File: config.mk
export PLATFORM = sky130hd
export DESIGN_NAME = adc_lane_power_invert_ctrl
export DESIGN_NICKNAME = d
export VERILOG_FILES = /design/src/verilog/lane_ctrl_pkg.sv /design/src/verilog/lane_data_path.sv /design/src/verilog/adc_lane_power_invert_ctrl.sv
export SDC_FILE = /design/constraint.sdc
export NUM_CORES = 1
export LEC_CHECK = 0
export BUFFER_PORTS_ARGS = -buffer_cell sky130_fd_sc_hd__buf_2
export CAP_MARGIN = 20
export CORE_ASPECT_RATIO = 1.75
export CORE_MARGIN = 2
export CORE_UTILIZATION = 35
export CTS_BUF_LIST = sky130_fd_sc_hd__clkbuf_8
export DETAILED_ROUTE_END_ITERATION = 7
export PLACE_DENSITY = 0.69
export SYNTH_ARGS = -nofsm -noshare
export SYNTH_HDL_FRONTEND = slang
export SYNTH_SLANG_ARGS = --single-unit
File: constraint.sdc
create_clock -name i_core_clk -period 1.8 [get_ports i_core_clk]
set_input_delay 0.18 -clock i_core_clk [delete_from_list [all_inputs] [get_ports i_core_clk]]
set_output_delay 0.18 -clock i_core_clk [all_outputs]
set_load 0.02 [all_outputs]
File: src/verilog/lane_ctrl_pkg.sv
// Package: register map, field layout and carriers for the lane power and polarity control block
package lane_ctrl_pkg;

  // ---------------------------------------------------------------------------
  // Register map (printed offsets are register indexes; byte address is index*4)
  // ---------------------------------------------------------------------------
  localparam int          ADDR_W            = 8;
  localparam int          DATA_W            = 16;
  localparam logic [7:0]  IDX_POWER_POL     = 8'h3C;
  localparam logic [7:0]  IDX_CLK_DELAY     = 8'h43;
  localparam logic [15:0] RESET_POWER_POL   = 16'h0000;
  localparam logic [15:0] RESET_CLK_DELAY   = 16'h0000;

  // ---------------------------------------------------------------------------
  // Field layout
  // ---------------------------------------------------------------------------
  localparam int          NUM_LANES         = 4;
  localparam int          POL_LSB           = 0;
  localparam int          ANA_LSB           = 4;
  localparam int          LINE_LSB          = 8;
  localparam int          DIG_LSB           = 12;
  localparam int          SHIFT_LSB         = 1;
  localparam int          SHIFT_W           = 4;
  localparam int          STEP_PS           = 110;
  localparam logic [15:0] CLK_DELAY_MASK    = 16'h001E;
  localparam logic [15:0] READ_UNMAPPED     = 16'h0000;

  // Per-lane control as seen by the data path
  typedef struct packed {
    logic digital_off;
    logic line_off;
    logic analog_off;
    logic polarity_flip;
  } lane_ctrl_t;

  // One sample word with its test-pattern marker
  typedef struct packed {
    logic        is_pattern;
    logic [13:0] word;
  } sample_t;

endpackage : lane_ctrl_pkg

File: src/verilog/lane_data_path.sv
// Lane data path: gating and polarity for one serial output line
`timescale 1ns/1ns
module lane_data_path #(
  parameter int SAMPLE_W = 14
) (
  // Clock and reset
  input  wire logic                      i_core_clk,
  input  wire logic                      i_rstn,
  // Control and sample in
  input  wire lane_ctrl_pkg::lane_ctrl_t i_ctrl,
  input  wire logic                      i_valid,
  input  wire logic [SAMPLE_W-1:0]       i_word,
  input  wire logic                      i_is_pattern,
  // Sample out
  output logic                           o_valid,
  output logic [SAMPLE_W-1:0]            o_word
);

  // Flip only converted samples; patterns pass untouched
  wire logic              flip_now;
  wire logic              pass_now;
  wire logic [SAMPLE_W-1:0] word_next;
  assign flip_now  = i_ctrl.polarity_flip & ~i_is_pattern;
  assign word_next = flip_now ? ~i_word : i_word;
  // A lane whose digital block or line is off sends nothing
  assign pass_now  = i_valid & ~i_ctrl.digital_off & ~i_ctrl.line_off;

  // Output register
  always_ff @(posedge i_core_clk or negedge i_rstn) begin
    if (!i_rstn) begin
      o_valid <= 1'b0;
      o_word  <= '0;
    end else begin
      o_valid <= pass_now;
      o_word  <= pass_now ? word_next : '0;
    end
  end

  chk_flip_converted: assert property (@(posedge i_core_clk) disable iff (!i_rstn)
    pass_now && flip_now |=> o_word == ~$past(i_word))
    else $error("converted sample not inverted");
  chk_pattern_kept: assert property (@(posedge i_core_clk) disable iff (!i_rstn)
    pass_now && i_is_pattern |=> o_word == $past(i_word))
    else $error("test pattern altered");

endmodule : lane_data_path

File: src/verilog/adc_lane_power_invert_ctrl.sv
// Register bank controlling power-down and polarity of converter lanes 13 to 16 and bit clock shift
`timescale 1ns/1ns
module adc_lane_power_invert_ctrl #(
  parameter int SAMPLE_W = 14
) (
  // Clock and reset
  input  wire logic                                             i_core_clk,
  input  wire logic                                             i_rstn,
  // Register port
  input  wire logic [lane_ctrl_pkg::ADDR_W-1:0]                 i_addr,
  input  wire logic [lane_ctrl_pkg::DATA_W-1:0]                 i_wdata,
  input  wire logic                                             i_wr,
  input  wire logic                                             i_rd,
  output logic      [lane_ctrl_pkg::DATA_W-1:0]                 o_rdata,
  // Samples from the four converters (lane 0 is channel 13)
  input  wire logic [lane_ctrl_pkg::NUM_LANES-1:0]              i_valid,
  input  wire logic [lane_ctrl_pkg::NUM_LANES-1:0][SAMPLE_W-1:0] i_word,
  input  wire logic [lane_ctrl_pkg::NUM_LANES-1:0]              i_is_pattern,
  // Samples to the serialisers
  output logic      [lane_ctrl_pkg::NUM_LANES-1:0]              o_valid,
  output logic      [lane_ctrl_pkg::NUM_LANES-1:0][SAMPLE_W-1:0] o_word,
  // Power controls to the lanes
  output logic      [lane_ctrl_pkg::NUM_LANES-1:0]              o_digital_off,
  output logic      [lane_ctrl_pkg::NUM_LANES-1:0]              o_line_off,
  output logic      [lane_ctrl_pkg::NUM_LANES-1:0]              o_analog_off,
  // Bit clock shift as signed step count
  output logic signed [lane_ctrl_pkg::SHIFT_W-1:0]             o_bit_clock_shift
);

  // ---------------------------------------------------------------------------
  // Elaboration checks
  // ---------------------------------------------------------------------------
  // The sample carrier holds 14 bits, and every control field is one nibble wide,
  // so wider samples or a different lane count cannot be served without new fields
  if (SAMPLE_W < 1 || SAMPLE_W > 14) begin : g_bad_sample_w
    $error("SAMPLE_W out of range");
  end
  if (lane_ctrl_pkg::NUM_LANES != 4) begin : g_bad_lane_count
    $error("NUM_LANES must be 4");
  end

  // ---------------------------------------------------------------------------
  // Register decode
  // ---------------------------------------------------------------------------
  logic [15:0] power_pol_reg;
  logic [15:0] clk_delay_reg;
  wire  logic  hit_power_pol;
  wire  logic  hit_clk_delay;
  wire  logic [15:0] rdata_next;
  assign hit_power_pol = i_addr == lane_ctrl_pkg::IDX_POWER_POL;
  assign hit_clk_delay = i_addr == lane_ctrl_pkg::IDX_CLK_DELAY;
  // Unmapped reads return zero so software sees a defined value.
  // The master never raises both strobes at once, so read and write need no priority.
  assign rdata_next = hit_power_pol ? power_pol_reg :
                      hit_clk_delay ? clk_delay_reg : lane_ctrl_pkg::READ_UNMAPPED;

  // Register writes; reserved bits of the delay register are kept at zero.
  // Masking at write time rather than at read time keeps the shift field
  // free of stray bits, so the clock shifter never sees a reserved one.
  always_ff @(posedge i_core_clk or negedge i_rstn) begin
    if (!i_rstn) begin
      power_pol_reg <= lane_ctrl_pkg::RESET_POWER_POL;
      clk_delay_reg <= lane_ctrl_pkg::RESET_CLK_DELAY;
    end else if (i_wr) begin
      if (hit_power_pol) power_pol_reg <= i_wdata;
      if (hit_clk_delay) clk_delay_reg <= i_wdata & lane_ctrl_pkg::CLK_DELAY_MASK;
    end
  end

  // Read data stands only in the cycle after the strobe
  always_ff @(posedge i_core_clk or negedge i_rstn) begin
    if (!i_rstn) o_rdata <= '0;
    else         o_rdata <= i_rd ? rdata_next : '0;
  end

  // ---------------------------------------------------------------------------
  // Control outputs
  // ---------------------------------------------------------------------------
  wire logic [3:0] dig_field;
  wire logic [3:0] line_field;
  wire logic [3:0] ana_field;
  wire logic [3:0] pol_field;
  assign dig_field  = power_pol_reg[lane_ctrl_pkg::DIG_LSB  +: 4];
  assign line_field = power_pol_reg[lane_ctrl_pkg::LINE_LSB +: 4];
  assign ana_field  = power_pol_reg[lane_ctrl_pkg::ANA_LSB  +: 4];
  assign pol_field  = power_pol_reg[lane_ctrl_pkg::POL_LSB  +: 4];

  // Each nibble holds channel 16 at its top bit and channel 13 at its bottom bit,
  // so lane k (channel 13+k) takes bit k of its field. All lane mapping goes
  // through here; a reversal would swap the outer lanes silently.
  function automatic logic [3:0] lane_order(input logic [3:0] f);
    lane_order = f;
  endfunction : lane_order

  // Registered copies keep every output on a flip-flop
  always_ff @(posedge i_core_clk or negedge i_rstn) begin
    if (!i_rstn) begin
      o_digital_off     <= '0;
      o_line_off        <= '0;
      o_analog_off      <= '0;
      o_bit_clock_shift <= '0;
    end else begin
      o_digital_off     <= lane_order(dig_field);
      o_line_off        <= lane_order(line_field);
      o_analog_off      <= lane_order(ana_field);
      o_bit_clock_shift <= clk_delay_reg[lane_ctrl_pkg::SHIFT_LSB +: lane_ctrl_pkg::SHIFT_W];
    end
  end

  // ---------------------------------------------------------------------------
  // Lane data paths
  // ---------------------------------------------------------------------------
  wire logic [3:0] pol_lane;
  wire logic [3:0] dig_lane;
  wire logic [3:0] line_lane;
  wire logic [3:0] ana_lane;
  assign pol_lane  = lane_order(pol_field);
  assign dig_lane  = lane_order(dig_field);
  assign line_lane = lane_order(line_field);
  assign ana_lane  = lane_order(ana_field);

  // Controls are taken straight from the register so the next sample sees a write
  for (genvar k = 0; k < lane_ctrl_pkg::NUM_LANES; k++) begin : g_lane
    // The four controls of one lane travel together in one carrier
    wire lane_ctrl_pkg::lane_ctrl_t ctrl_k;
    assign ctrl_k = '{digital_off: dig_lane[k], line_off: line_lane[k],
                      analog_off: ana_lane[k], polarity_flip: pol_lane[k]};
    lane_data_path #(
      .SAMPLE_W (SAMPLE_W)
    ) u_lane (
      .i_core_clk   (i_core_clk),
      .i_rstn       (i_rstn),
      .i_ctrl       (ctrl_k),
      .i_valid      (i_valid[k] & ~ana_lane[k]),
      .i_word       (i_word[k]),
      .i_is_pattern (i_is_pattern[k]),
      .o_valid      (o_valid[k]),
      .o_word       (o_word[k])
    );
  end

  // ---------------------------------------------------------------------------
  // Checks
  // ---------------------------------------------------------------------------
  chk_write_then_read: assert property (@(posedge i_core_clk) disable iff (!i_rstn)
    i_wr && hit_power_pol ##1 i_rd && hit_power_pol |=> o_rdata == $past(i_wdata, 2))
    else $error("power register readback mismatch");
  chk_delay_reserved: assert property (@(posedge i_core_clk) disable iff (!i_rstn)
    (clk_delay_reg & ~lane_ctrl_pkg::CLK_DELAY_MASK) == 16'h0000)
    else $error("delay reserved bits set");
  chk_shift_follows: assert property (@(posedge i_core_clk) disable iff (!i_rstn)
    i_wr && hit_clk_delay |=> ##1 o_bit_clock_shift == $past(i_wdata[4:1], 2))
    else $error("bit clock shift not updated");
  chk_digital_gates: assert property (@(posedge i_core_clk) disable iff (!i_rstn)
    dig_lane[0] |=> !o_valid[0])
    else $error("digital-off lane still sends");
  chk_line_gates: assert property (@(posedge i_core_clk) disable iff (!i_rstn)
    line_lane[3] |=> !o_valid[3])
    else $error("line-off lane still sends");
  chk_analog_gates: assert property (@(posedge i_core_clk) disable iff (!i_rstn)
    ana_lane[1] |=> !o_valid[1])
    else $error("analog-off lane still sends");
  chk_flip_next: assert property (@(posedge i_core_clk) disable iff (!i_rstn)
    i_wr && hit_power_pol && i_wdata[0] && !i_wdata[12] && !i_wdata[8] && !i_wdata[4]
    ##1 i_valid[0] && !i_is_pattern[0] |=> o_word[0] == ~$past(i_word[0]))
    else $error("inversion not applied to next sample");
  chk_dig_out: assert property (@(posedge i_core_clk) disable iff (!i_rstn)
    i_wr && hit_power_pol |=> ##1 o_digital_off == lane_order($past(i_wdata[15:12], 2)))
    else $error("digital-off output wrong");

  // Remaining control outputs follow the register two edges after a write
  chk_line_out: assert property (@(posedge i_core_clk) disable iff (!i_rstn)
    i_wr && hit_power_pol |=> ##1 o_line_off == lane_order($past(i_wdata[11:8], 2)))
    else $error("line-off output wrong");
  chk_ana_out: assert property (@(posedge i_core_clk) disable iff (!i_rstn)
    i_wr && hit_power_pol |=> ##1 o_analog_off == lane_order($past(i_wdata[7:4], 2)))
    else $error("analog-off output wrong");

  // Delay register reads back only its shift field
  chk_delay_readback: assert property (@(posedge i_core_clk) disable iff (!i_rstn)
    i_wr && hit_clk_delay ##1 i_rd && hit_clk_delay
    |=> o_rdata == ($past(i_wdata, 2) & lane_ctrl_pkg::CLK_DELAY_MASK))
    else $error("delay register readback wrong");

  // Top lane uses the top invert bit; catches a reversed lane order
  chk_flip_lane3: assert property (@(posedge i_core_clk) disable iff (!i_rstn)
    i_wr && hit_power_pol && i_wdata[3] && !i_wdata[15] && !i_wdata[11] && !i_wdata[7]
    ##1 i_valid[3] && !i_is_pattern[3] |=> o_word[3] == ~$past(i_word[3]))
    else $error("top lane inversion wrong");

  // Leaving reset, every lane runs normally with no clock shift
  chk_reset_clear: assert property (@(posedge i_core_clk)
    $rose(i_rstn) |-> power_pol_reg == lane_ctrl_pkg::RESET_POWER_POL
                   && clk_delay_reg == lane_ctrl_pkg::RESET_CLK_DELAY
                   && o_digital_off == 4'h0
                   && o_line_off == 4'h0
                   && o_analog_off == 4'h0
                   && o_bit_clock_shift == '0)
    else $error("controls not cleared by reset");

endmodule : adc_lane_power_invert_ctrl

==> impl.org <==
** Timing
- Worst-case headroom to the max-slew limit :: 0.612
- Maximum clock skew at final layout :: 0.0110 ns
- Max Fclk :: 668 MHz
- Final hold viol count :: 0
- Setup repair after global routing left no endpoint under its margin.
- Crit path time final :: ~1.5 ns
- Least-Margin Pin Slew :: 0.581 ns
- The final count of pins violating max slew came to 0.
- Finish-stage setup viols :: 0
- Part of the cycle the worst path needs :: 0.832
- For the final routed database, the setup TNS stands at 0 ns.
- Min setup slack post-route :: 0.302 ns
- The tightest hold path in the finished design has a slack of 0.0344 ns.

** Worst setup path
- Together, buffers and inverters on the worst path number 0.
- The setup path with the least slack is of type reg -> reg.
- Measured in cells, the most critical reg-to-reg path has a length of 2.
- Reg-to-Reg Start :: power_pol_reg[7]
- Along the worst path, the maximum fanout reaches 15.
- For flop-to-flop paths, the worst setup slack is about 0.3 ns.
- Total number of cells along the worst setup path :: 2
- The critical path ends at g_lane[3].u_lane.o_word[10].
- STA classifies the critical path startpoint as a flip-flop.
- Type of element capturing the critical path :: flip-flop
- Walking the worst path, the cells encountered are or4b_1 -> nor2_1.
- CP max-delay cell :: sky130_fd_sc_hd__or4b_1
- RR Endpoint :: g_lane[3].u_lane.o_word[10]
- The kind of cell with the highest combined delay along the critical path is simple AND/OR/NAND/NOR gates.
- For this run, the slowest stage of the critical path takes 0.80 ns.
- At the worst endpoint, the required time is 2.09 ns.
- The critical path starts at power_pol_reg[7].
- Data arrival time of the worst path :: 1.79 ns

** Floorplan
- From left edge to right edge, the die measures 86.8 µm.
- The die covers 12,900 µm².
- The core region is 11,900 µm².
- The die is around 150 µm tall.
- In this run the count of I/O pins placed on the die edge is 184.
- Row generation in the floorplan step produced 53 rows.
- The initial utilization of the core area, before any placement, comes to 0.354.

** GRT
- For this run the aggregate overflow at the end of global routing stands at 0.
- Antenna violations before repair :: 0
- The first global-routing pass estimated 14,000 µm of wire.
- Maximum number of pins on one net before global-route repair :: 113
- Total global-route track usage :: 0.142
- The via count of the first global-routing pass is roughly 2.8k.

** Placement
- At the end of routability-driven placement, the weighted congestion stood at roughly 0.71.
- In this run the cell area measured after placement is 5180 µm².
- Setup slack after placement :: about 0.3 ns
- The number of placed instances, taps included, is 606.
- In this run the tool buffered the top-level ports with 183 buffer cells.
- Dpl hpwl :: 6570 µm

** Pwr
- Summed over all cells, the static leakage comes to ~3 nW.
- Worst supply voltage drop on vdd :: between 0.3 and 0.4 mV
- After layout, the design draws a total of 4.83 mW.
- Power spread over the standard cell area amounts to 894 nW/µm².

** Finish
- The net count of the finished layout is 573.
- Number of standard cells in the final layout excluding fillers :: 622
- Area overhead of the layout relative to synthesis :: 28.4%
- The repair_antennas step left the layout with diodes totalling 0.
- After routing the design area is about 5400 µm².
- The library cell used most frequently in the layout, excluding fill and tap cells, is sky130_fd_sc_hd__buf_2.
- Layout cell share with drive strength beyond 1 :: 0.470
- At the end of the flow the core is filled with cells to 0.455.
- The register with the most flip-flops in the layout has 56 of them.
- Filler cell count in the final layout :: 1,104
- In the layout the commonest cells are sky130_fd_sc_hd__buf_2 (182), sky130_fd_sc_hd__dfrtp_1 (112), sky130_fd_sc_hd__xnor2_1 (56), sky130_fd_sc_hd__nor2_1 (56), sky130_fd_sc_hd__and2_1 (12).

** Detailed routing
- In this run, the number of DRC markers left after iteration 0 of detailed routing was 78.
- In the routed design, unresolved DRC markers number 0.
- The first detailed-routing pass took 4 iterations.
- For this block, the via count after detailed routing is roughly 2.7k.
- In the routed layout, each cell is associated on average with a via count of 4.39.
- Routed WL :: a little under 9000 µm
- In the final routed layout, each cell accounts on average for 14.1 µm.
- In this run the remaining antenna-violating nets after routing total 0.

** Synth
- The Yosys step of the flow raised 0 warnings.
- A synthesized cell averages 13.9 µm².
- For this run, the register share of the synthesized area comes to 0.667.
- Seq cells post-synth :: 112
- Post-synth cell types :: 20
- The synthesized netlist occupies a cell area of 4200 µm².
- Synthesis produced a netlist whose cell count is 303.
- Post-synthesis net count :: just under 400

** CTS
- Clock tree root buffer cell :: sky130_fd_sc_hd__clkbuf_8
- Level count of the clock H-tree :: 3
- TritonCTS created 9 clock buffers.
- Counting along the longest clock path gives a buffer depth of 2.
- Insertion delay of the later-clocked pin in the worst-skew pair :: 0.37 ns
- Clock-pin slew was measured on the worst setup and hold paths at 0.10 ns.
- Clock tree synthesis found a total of 112 sinks.
- TritonCTS built the clock tree.
- Once the clock tree was built, the resizer swapped 0 gates to a different size.

** Outcome
- Outcome :: finished, final reports clean

** Run
- Max-cap violations :: 0

** Worst hold path
- The path class of the tightest hold or removal check is in -> reg.
[worst min-delay path by stage]
stage / start / to / depth (start not counted)
2_1_floorplan: i_rstn / clk_delay_reg[1] / 0
3_3_place_gp: i_rstn / g_lane[2].u_lane.o_word[11] / 2
3_5_place_dp: i_rstn / g_lane[2].u_lane.o_word[4] / 2
4_1_cts: i_wdata[6] / power_pol_reg[6] / 2
5_1_grt: i_wdata[6] / power_pol_reg[6] / 2
6_report: i_wdata[6] / power_pol_reg[6] / 2
[power breakdown]
group	internal, mW	switching, mW
registers	2.63	0.0419
clock network	0.690	0.830
logic	0.263	0.370
total	3.58	1.24
[synthesized netlist by cell type]
library cell,n,share of area
sky130_fd_sc_hd__nand3_1,1,0.0012
sky130_fd_sc_hd__nor2b_1,4,0.0060
sky130_fd_sc_hd__buf_4,9,0.016
sky130_fd_sc_hd__and3_1,2,0.0030
sky130_fd_sc_hd__nor2_1,56,0.050
sky130_fd_sc_hd__nor4bb_1,1,0.0024
sky130_fd_sc_hd__inv_1,4,0.0036
sky130_fd_sc_hd__nand3_4,1,0.0042
sky130_fd_sc_hd__mux2_2,10,0.027
sky130_fd_sc_hd__buf_2,8,0.0095
sky130_fd_sc_hd__xnor2_1,56,0.12
sky130_fd_sc_hd__mux2_4,10,0.036
sky130_fd_sc_hd__and4bb_2,2,0.0060
sky130_fd_sc_hd__or4b_1,4,0.0095
sky130_fd_sc_hd__buf_6,5,0.013
sky130_fd_sc_hd__and2_1,12,0.018
sky130_fd_sc_hd__a22o_1,4,0.0083
sky130_fd_sc_hd__dfrtp_1,112,0.67
sky130_fd_sc_hd__nor4b_1,1,0.0021
sky130_fd_sc_hd__clkbuf_2,1,0.0012
[timing repair]
item	in CTS	in global routing
endpoints found under the hold margin	112	0
hold buffers	1	0
setup buffers	0	0
[final cells by class]
class	count	area, µm²	share of cell area
clock buffer	10	138	0.0255
clock inverter	5	63.8	0.0118
sequential	112	2800	0.519
inverter	4	15.0	0.00278
multi-input combinational	164	1220	0.226
timing repair buffer	190	986	0.183
tap	137	171	0.0318
[cell families (layout without fill, tap and decap cells)]
family	after synthesis	in the layout	synth area share
XOR/XNOR	56	56	0.117
AO/OA/AOI/OAI	4	4	0.00833
multiplexers	20	20	0.0625
buffers and inverters	27	209	0.0437
AND/OR/NAND/NOR	84	84	0.102
flip-flops	112	112	0.667
[worst register-to-register path, delay by kind of cell, from the launching register on]
kind,cells,cell delay [ns]
simple gates,2,1.00
flops,1,0.43
[metal layers]
layer  routed length, µm  share of wire  track usage
met4                 261          0.030       0.0766
met1                3240           0.37        0.162
met5                   0              0            0
met2                4780           0.54        0.242
met3                 505          0.057       0.0332
No activity file was read; power rests on OpenSTA's default activity.
